`config.mk`:
```
export PLATFORM = sky130hd
export DESIGN_NAME = board_led_and_reset_status
export DESIGN_NICKNAME = d
export VERILOG_FILES = /design/src/board_status_pkg.sv /design/src/status_led_mux.sv /design/src/board_led_and_reset_status.sv
export SDC_FILE = /design/constraint.sdc
export NUM_CORES = 1
export LEC_CHECK = 0
export BUFFER_PORTS_ARGS = -buffer_cell sky130_fd_sc_hd__buf_2
export CORE_UTILIZATION = 40
export DETAILED_ROUTE_END_ITERATION = 8
export PLACE_DENSITY_LB_ADDON = 0.12
export SLEW_MARGIN = 25
export SYNTH_ARGS = -nofsm -noshare
export SYNTH_HDL_FRONTEND = slang
export SYNTH_SLANG_ARGS = --single-unit
```
`constraint.sdc`:
```
create_clock -name i_core_clk -period 2.3 [get_ports i_core_clk]
set_input_delay 0.23 -clock i_core_clk [delete_from_list [all_inputs] [get_ports i_core_clk]]
set_output_delay 0.23 -clock i_core_clk [all_outputs]
set_load 0.1 [all_outputs]
```
`src/board_status_pkg.sv`:
```
// constants for the board led and reset status block
package board_status_pkg;
  localparam logic [15:0] led_port_addr    = 16'h0456;
  localparam logic [15:0] reset_port_addr  = 16'h0457;
  localparam int          led_manual_bit   = 3;
  localparam int          led_red_bit      = 2;
  localparam int          led_green_bit    = 1;
  localparam int          led_blue_bit     = 0;
  localparam logic [7:0]  led_ctrl_reset   = 8'h00;
  localparam logic [7:0]  led_ctrl_mask    = 8'h0f;
  localparam int          rst_main_bit     = 7;
  localparam int          rst_core_bit     = 6;
  localparam int          rst_nonstby_bit  = 5;
  localparam int          rst_mem_bit      = 4;
  localparam int          rst_stby_bit     = 3;
  localparam int          rst_pci33_bit    = 2;
  localparam int          rst_pcirst_bit   = 1;
  localparam int          rst_button_bit   = 0;
  // a source also marks every higher priority number; equal numbers stay apart
  localparam logic [7:0]  prio4_mask       = 8'h02;
  localparam logic [7:0]  prio3_mask       = 8'h02;
  localparam logic [7:0]  prio2_mask       = 8'hf2;
  localparam logic [7:0]  prio1_mask       = 8'hfa;
  localparam logic [7:0]  flags_reset      = 8'h00;
  // blink half period for network activity, in cycles of the 200 mhz clock
  localparam int          blink_ms         = 50;
  localparam int          clk_mhz          = 200;
  localparam int          blink_cycles     = blink_ms * clk_mhz * 1000;
endpackage

```
`src/status_led_mux.sv`:
```
// automatic status colour selection for the tri-colour led
`timescale 1ns/10ps
module status_led_mux (
  input  wire logic       i_in_reset,
  input  wire logic       i_standby,
  input  wire logic       i_thermal_near,
  input  wire logic       i_disk_active,
  input  wire logic       i_link_10,
  input  wire logic       i_link_100,
  input  wire logic       i_blink_phase,
  input  wire logic       i_net_active,
  output logic [2:0]      o_rgb
);
  // priority: reset, standby, thermal, disk, link, normal
  always_comb begin
    if (i_in_reset) begin
      o_rgb = 3'h4;
    end else if (i_standby) begin
      o_rgb = 3'h6;
    end else if (i_thermal_near) begin
      o_rgb = 3'h7;
    end else if (i_disk_active) begin
      o_rgb = 3'h1;
    end else if (i_link_100) begin
      o_rgb = 3'h5;
    end else if (i_link_10) begin
      o_rgb = 3'h3;
    end else begin
      o_rgb = 3'h2;
    end
    if (i_net_active && !i_blink_phase) begin
      o_rgb = 3'h0;
    end
  end
endmodule // status_led_mux

```
`src/board_led_and_reset_status.sv`:
```
// led control and reset cause registers on the byte i/o port bus
`timescale 1ns/10ps
module board_led_and_reset_status (
  input  wire logic        i_core_clk,
  input  wire logic        i_reset_n,
  input  wire logic        i_flags_por_n,
  input  wire logic [15:0] i_io_addr,
  input  wire logic        i_io_wr,
  input  wire logic        i_io_rd,
  input  wire logic [7:0]  i_io_wdata,
  input  wire logic        i_evt_main_power,
  input  wire logic        i_evt_core_power,
  input  wire logic        i_evt_nonstby_power,
  input  wire logic        i_evt_mem_power,
  input  wire logic        i_evt_stby_power,
  input  wire logic        i_evt_pci33,
  input  wire logic        i_evt_pci_reset,
  input  wire logic        i_evt_button,
  input  wire logic        i_button_is_reset,
  input  wire logic        i_in_reset,
  input  wire logic        i_standby,
  input  wire logic        i_thermal_near,
  input  wire logic        i_disk_active,
  input  wire logic        i_link_10,
  input  wire logic        i_link_100,
  input  wire logic        i_net_active,
  output logic [7:0]       o_io_rdata,
  output logic             o_io_rvalid,
  output logic             o_led_red,
  output logic             o_led_green,
  output logic             o_led_blue
);

  ////////////////////////////////////////////////////////////////////////////
  // led control register

  logic [7:0] led_ctrl;
  logic       led_wr;
  logic       rst_rd;
  logic       rst_wr;

  assign led_wr = i_io_wr && (i_io_addr == board_status_pkg::led_port_addr);
  assign rst_wr = i_io_wr && (i_io_addr == board_status_pkg::reset_port_addr);
  assign rst_rd = i_io_rd && (i_io_addr == board_status_pkg::reset_port_addr);

  always_ff @(posedge i_core_clk) begin
    if (!i_reset_n) begin
      led_ctrl <= board_status_pkg::led_ctrl_reset;
    end else if (led_wr) begin
      // reserved high bits are dropped; zero returns to automatic
      led_ctrl <= i_io_wdata & board_status_pkg::led_ctrl_mask;
    end
  end

  ////////////////////////////////////////////////////////////////////////////
  // blink divider for network activity

  logic [31:0] blink_cnt;
  logic        blink_phase;

  always_ff @(posedge i_core_clk) begin
    if (!i_reset_n) begin
      blink_cnt   <= 32'h0;
      blink_phase <= 1'b1;
    end else if (blink_cnt == 32'(board_status_pkg::blink_cycles - 1)) begin
      blink_cnt   <= 32'h0;
      blink_phase <= !blink_phase;
    end else begin
      blink_cnt <= blink_cnt + 32'h1;
    end
  end

  ////////////////////////////////////////////////////////////////////////////
  // colour selection

  logic [2:0] auto_rgb;
  logic [2:0] next_rgb;

  status_led_mux u_auto (
    .i_in_reset     (i_in_reset),
    .i_standby      (i_standby),
    .i_thermal_near (i_thermal_near),
    .i_disk_active  (i_disk_active),
    .i_link_10      (i_link_10),
    .i_link_100     (i_link_100),
    .i_blink_phase  (blink_phase),
    .i_net_active   (i_net_active),
    .o_rgb          (auto_rgb)
  );

  always_comb begin
    if (led_ctrl[board_status_pkg::led_manual_bit]) begin
      next_rgb = {led_ctrl[board_status_pkg::led_red_bit],
                  led_ctrl[board_status_pkg::led_green_bit],
                  led_ctrl[board_status_pkg::led_blue_bit]};
    end else begin
      // values without bit 3 but nonzero are treated as automatic too
      next_rgb = auto_rgb;
    end
  end

  always_ff @(posedge i_core_clk) begin
    if (!i_reset_n) begin
      o_led_red   <= 1'b0;
      o_led_green <= 1'b0;
      o_led_blue  <= 1'b0;
    end else begin
      o_led_red   <= next_rgb[2];
      o_led_green <= next_rgb[1];
      o_led_blue  <= next_rgb[0];
    end
  end

  ////////////////////////////////////////////////////////////////////////////
  // reset cause flags

  logic [7:0] flags;
  logic [7:0] set_vec;
  logic [7:0] clr_vec;

  always_comb begin
    set_vec = 8'h00;
    if (i_evt_stby_power) begin
      set_vec = set_vec | board_status_pkg::prio1_mask;
    end
    if (i_evt_main_power) begin
      set_vec = set_vec | board_status_pkg::prio2_mask;
    end
    if (i_evt_core_power || i_evt_nonstby_power || i_evt_mem_power) begin
      set_vec = set_vec | board_status_pkg::prio3_mask;
    end
    set_vec[board_status_pkg::rst_core_bit]    |= i_evt_core_power;
    set_vec[board_status_pkg::rst_nonstby_bit] |= i_evt_nonstby_power;
    set_vec[board_status_pkg::rst_mem_bit]     |= i_evt_mem_power;
    set_vec[board_status_pkg::rst_pcirst_bit]  |= i_evt_pci_reset;
    set_vec[board_status_pkg::rst_pci33_bit]   |= i_evt_pci33;
    // a button set up for another function never records a reset
    set_vec[board_status_pkg::rst_button_bit]  |= i_evt_button && i_button_is_reset;
  end

  assign clr_vec = rst_wr ? i_io_wdata : 8'h00;

  // own power-on reset only: board resets must not wipe what they record
  for (genvar b = 0; b < 8; b++) begin : g_flag
    always_ff @(posedge i_core_clk) begin
      if (!i_flags_por_n) begin
        flags[b] <= board_status_pkg::flags_reset[b];
      end else if (set_vec[b]) begin
        // set wins over a clear in the same cycle
        flags[b] <= 1'b1;
      end else if (clr_vec[b]) begin
        flags[b] <= 1'b0;
      end
    end
  end

  ////////////////////////////////////////////////////////////////////////////
  // read path; led port is write only and answers nothing

  always_ff @(posedge i_core_clk) begin
    if (!i_reset_n) begin
      o_io_rdata  <= 8'h00;
      o_io_rvalid <= 1'b0;
    end else begin
      o_io_rvalid <= rst_rd;
      o_io_rdata  <= rst_rd ? flags : 8'h00;
    end
  end

endmodule // board_led_and_reset_status

```
==> impl_metrics.toml <==
[status]
status = "finished, final reports clean"

[routing]
route.vias.total = 2311
routed_wl_um = 5714
routed_via_density = 5.425
dr.first_iter.drc_count = 39
dr.pass1.iters = 4
ant_nets = 0
wire_per_inst_um = 13.41
drc_errors = 0

[timing]
rsz0062_at_grt = "false"
fin_crit_sh_pct = 83.91
finalClockSkew_ps = 4.529
post-route-min-period_ps = 1930
fmax_ghz = 0.5181
hold_viol = 0
finalSetupTns_ps = 0
setup_violations = 0
tightest_slew_ps = 601.1
max-slew-margin-rel_pct = 59.59
slew_violations = 0

[worst_setup_path]
startpoint = "blink_cnt[0]$_SDFF_PP0_"
r2r_end = "blink_cnt[28]$_SDFF_PP0_"
crit_arrival_ps = 2190
worstSetupEndpoint = "blink_cnt[28]$_SDFF_PP0_"
required_ps = 2560
end_kind = "register"
crit_path_max_fanout = 6
timing.rr.start = "blink_cnt[0]$_SDFF_PP0_"
worstSetupPathType = "reg2reg"
r2r_cells = 5
reg2reg_slack_ps = 370
start_kind = "register"

[clock_network]
cts_resized = 0
cts_setup_buffers = 0
clk_latency_ps = 340
root_buffer = "clkbuf_8"
cts.sinks = 57
htree_levels = 3
clkTransAtPathRegs_ps = 70
numCtsBuffers = 9
cts_hold_buf = 0
tritoncts = "yes"
clockBufferDepth = 2

[finish]
multi_input_area_um2 = 1315
drive_gt1_share_pct = 23.65
area_growth_pct = 24.24
final_area_um2 = 3117
fillCellCount = 584
fin_nets = 392
num_antenna_cells = 0
regArea_um2 = 1141

[yosys]
synthDistinctLibCells = 37
synth_area_um2 = 2509
syn_area_per_cell_um2 = 8.833
syn_inst = 284
ys_ff_latch = 57
synth_fp_nets = 330
ys.warnings.count = 0
synth-seq-area-share_pct = 45.49

[floorplanning]
initial_core_util_pct = 41.88
io_pins = 57
die_h_um = 81.20
die_width_um = 81.20
core_region_area_um2 = 5991
die-area_um2 = 6593
std_cell_rows = 28

[grt]
grtUsageTotal_pct = 18.90
grt_start_max_net_pins = 22
grt_pass1_vias = 2010
grt_pass1_wl_um = 9204
grt_overflow = 0
antenna_found_initial = 0

[placement]
dpl_cell_area_um2 = 2898
dp_hpwl_um = 4021
place_congestion = 0.7792
port_buffers = 56

[run]
cap_violations = 0

[worst_hold_path]
min_path_type = "in2reg"

[power]
p_leak_uw = 0.001163
powerDensity_nw_per_um2 = 696.6
irDropWorstVdd_mv = 0.4052
[stage by stage]
stage          worst slack (ps)  utilization, %  power (uW)  instances  hold WS (ps)
2_1_floorplan             522.5               -        1099        284         328.8
3_3_place_gp              449.6           48.37        1159        410         420.4
3_5_place_dp              384.4           48.37        1160        410         420.7
4_1_cts                   361.7           52.03        2197        426         52.18
5_1_grt                   172.8           52.03        2266        426         41.24
6_report                  370.0           52.03        2171        426         67.33
[report_power, final]
group          switching, uW  internal [uW]
Combinational           73.8           51.7
Clock                    428            607
Sequential              7.88           1000
[cell usage in the layout (no fill, tap or decap), drive strengths merged, types with 11 or more instances in the layout]
cell,n
dfxtp,57
nand4,11
nand3,11
and2,12
o31ai,12
nor2,18
a21oi,16
o21ai,14
buf,62
nand2,27
[state kept, by name, indices dropped and copies added (netlist names)]
register	count
o_io_rvalid	1
o_led_red	1
blink_phase	1
led_ctrl	4
o_io_rdata	8
flags	8
blink_cnt	32
o_led_blue	1
o_led_green	1
[per-layer routing]
metal	vias to the layer above	wire length, um	track usage [%]
li1	1176	-	-
met1	1071	2666	22.17
met2	54	2622	30.67
met3	10	319	6.180
met4	0	106	9.643
met5	-	0	0
[cell families after synthesis]
kind of cell / share of synthesized area, %
AO/OA/AOI/OAI: 13.32
XOR/XNOR: 4.888
adder cells (fa/ha/maj): 0.4987
buffers and inverters: 2.643
flip-flops: 45.49
multiplexers: 1.596
AND/OR/NAND/NOR: 31.57
[synth_stat cells]
cell | instances | share of area (%)
dfxtp_1 | 57 | 45
nand2_1 | 27 | 4.0
nor2_1 | 18 | 2.7
a21oi_1 | 16 | 3.2
o21ai_0 | 14 | 2.8
and2_1 | 12 | 3.0
o31ai_1 | 12 | 3.6
nand3_1 | 10 | 2.0
nand4_1 | 10 | 2.5
or3_1 | 10 | 2.5
clkbuf_1 | 9 | 1.3
or4_1 | 9 | 2.7
xnor2_1 | 8 | 2.8
and4_1 | 7 | 2.4
nor4_1 | 7 | 1.7
a31oi_1 | 6 | 1.5
inv_1 | 6 | 0.90
nor3_1 | 6 | 1.2
xor2_1 | 6 | 2.1
mux2i_1 | 4 | 1.6
nor2b_1 | 4 | 1.0
nor4b_1 | 4 | 1.4
a21boi_0 | 2 | 0.60
a22oi_1 | 2 | 0.60
and3_1 | 2 | 0.50
buf_2 | 2 | 0.40
nand4b_1 | 2 | 0.70
nor4bb_1 | 2 | 0.80
o41ai_1 | 2 | 0.70
a2111oi_0 | 1 | 0.35
ha_1 | 1 | 0.50
nand2b_1 | 1 | 0.25
nand3_2 | 1 | 0.40
nand3b_1 | 1 | 0.30
nand4_2 | 1 | 0.50
nor4_2 | 1 | 0.50
or4_4 | 1 | 0.45
[worst max-delay path, cell delays in order, from the launching register on]
cell	delay [ps]
dfxtp_1	370
ha_1	210
and4_1	300
nand4_1	230
or4_1	560
a21oi_1	180
[worst min-delay path by stage]
stage | from | end | depth (start not counted)
final | i_io_wdata[5] | flags[5]$_SDFFE_PN0P_ | 2
after global routing | i_io_wdata[4] | flags[4]$_SDFFE_PN0P_ | 2
after CTS | i_io_wdata[4] | flags[4]$_SDFFE_PN0P_ | 2
after detailed placement | i_io_wdata[4] | flags[4]$_SDFFE_PN0P_ | 2
after global placement | i_io_wdata[5] | flags[5]$_SDFFE_PN0P_ | 2
after floorplan | i_io_wdata[4] | flags[4]$_SDFFE_PN0P_ | 1
[layout make-up]
type                    count  area share [%]
multi-input cells         210           42.19
flip-flops and latches     57           36.61
repair buffers             62           10.44
clock buffers               9           3.974
clock inverters             7           3.051
well taps                  75           3.011
inverters                   6          0.7226
Power figures use the tool's default switching activity.
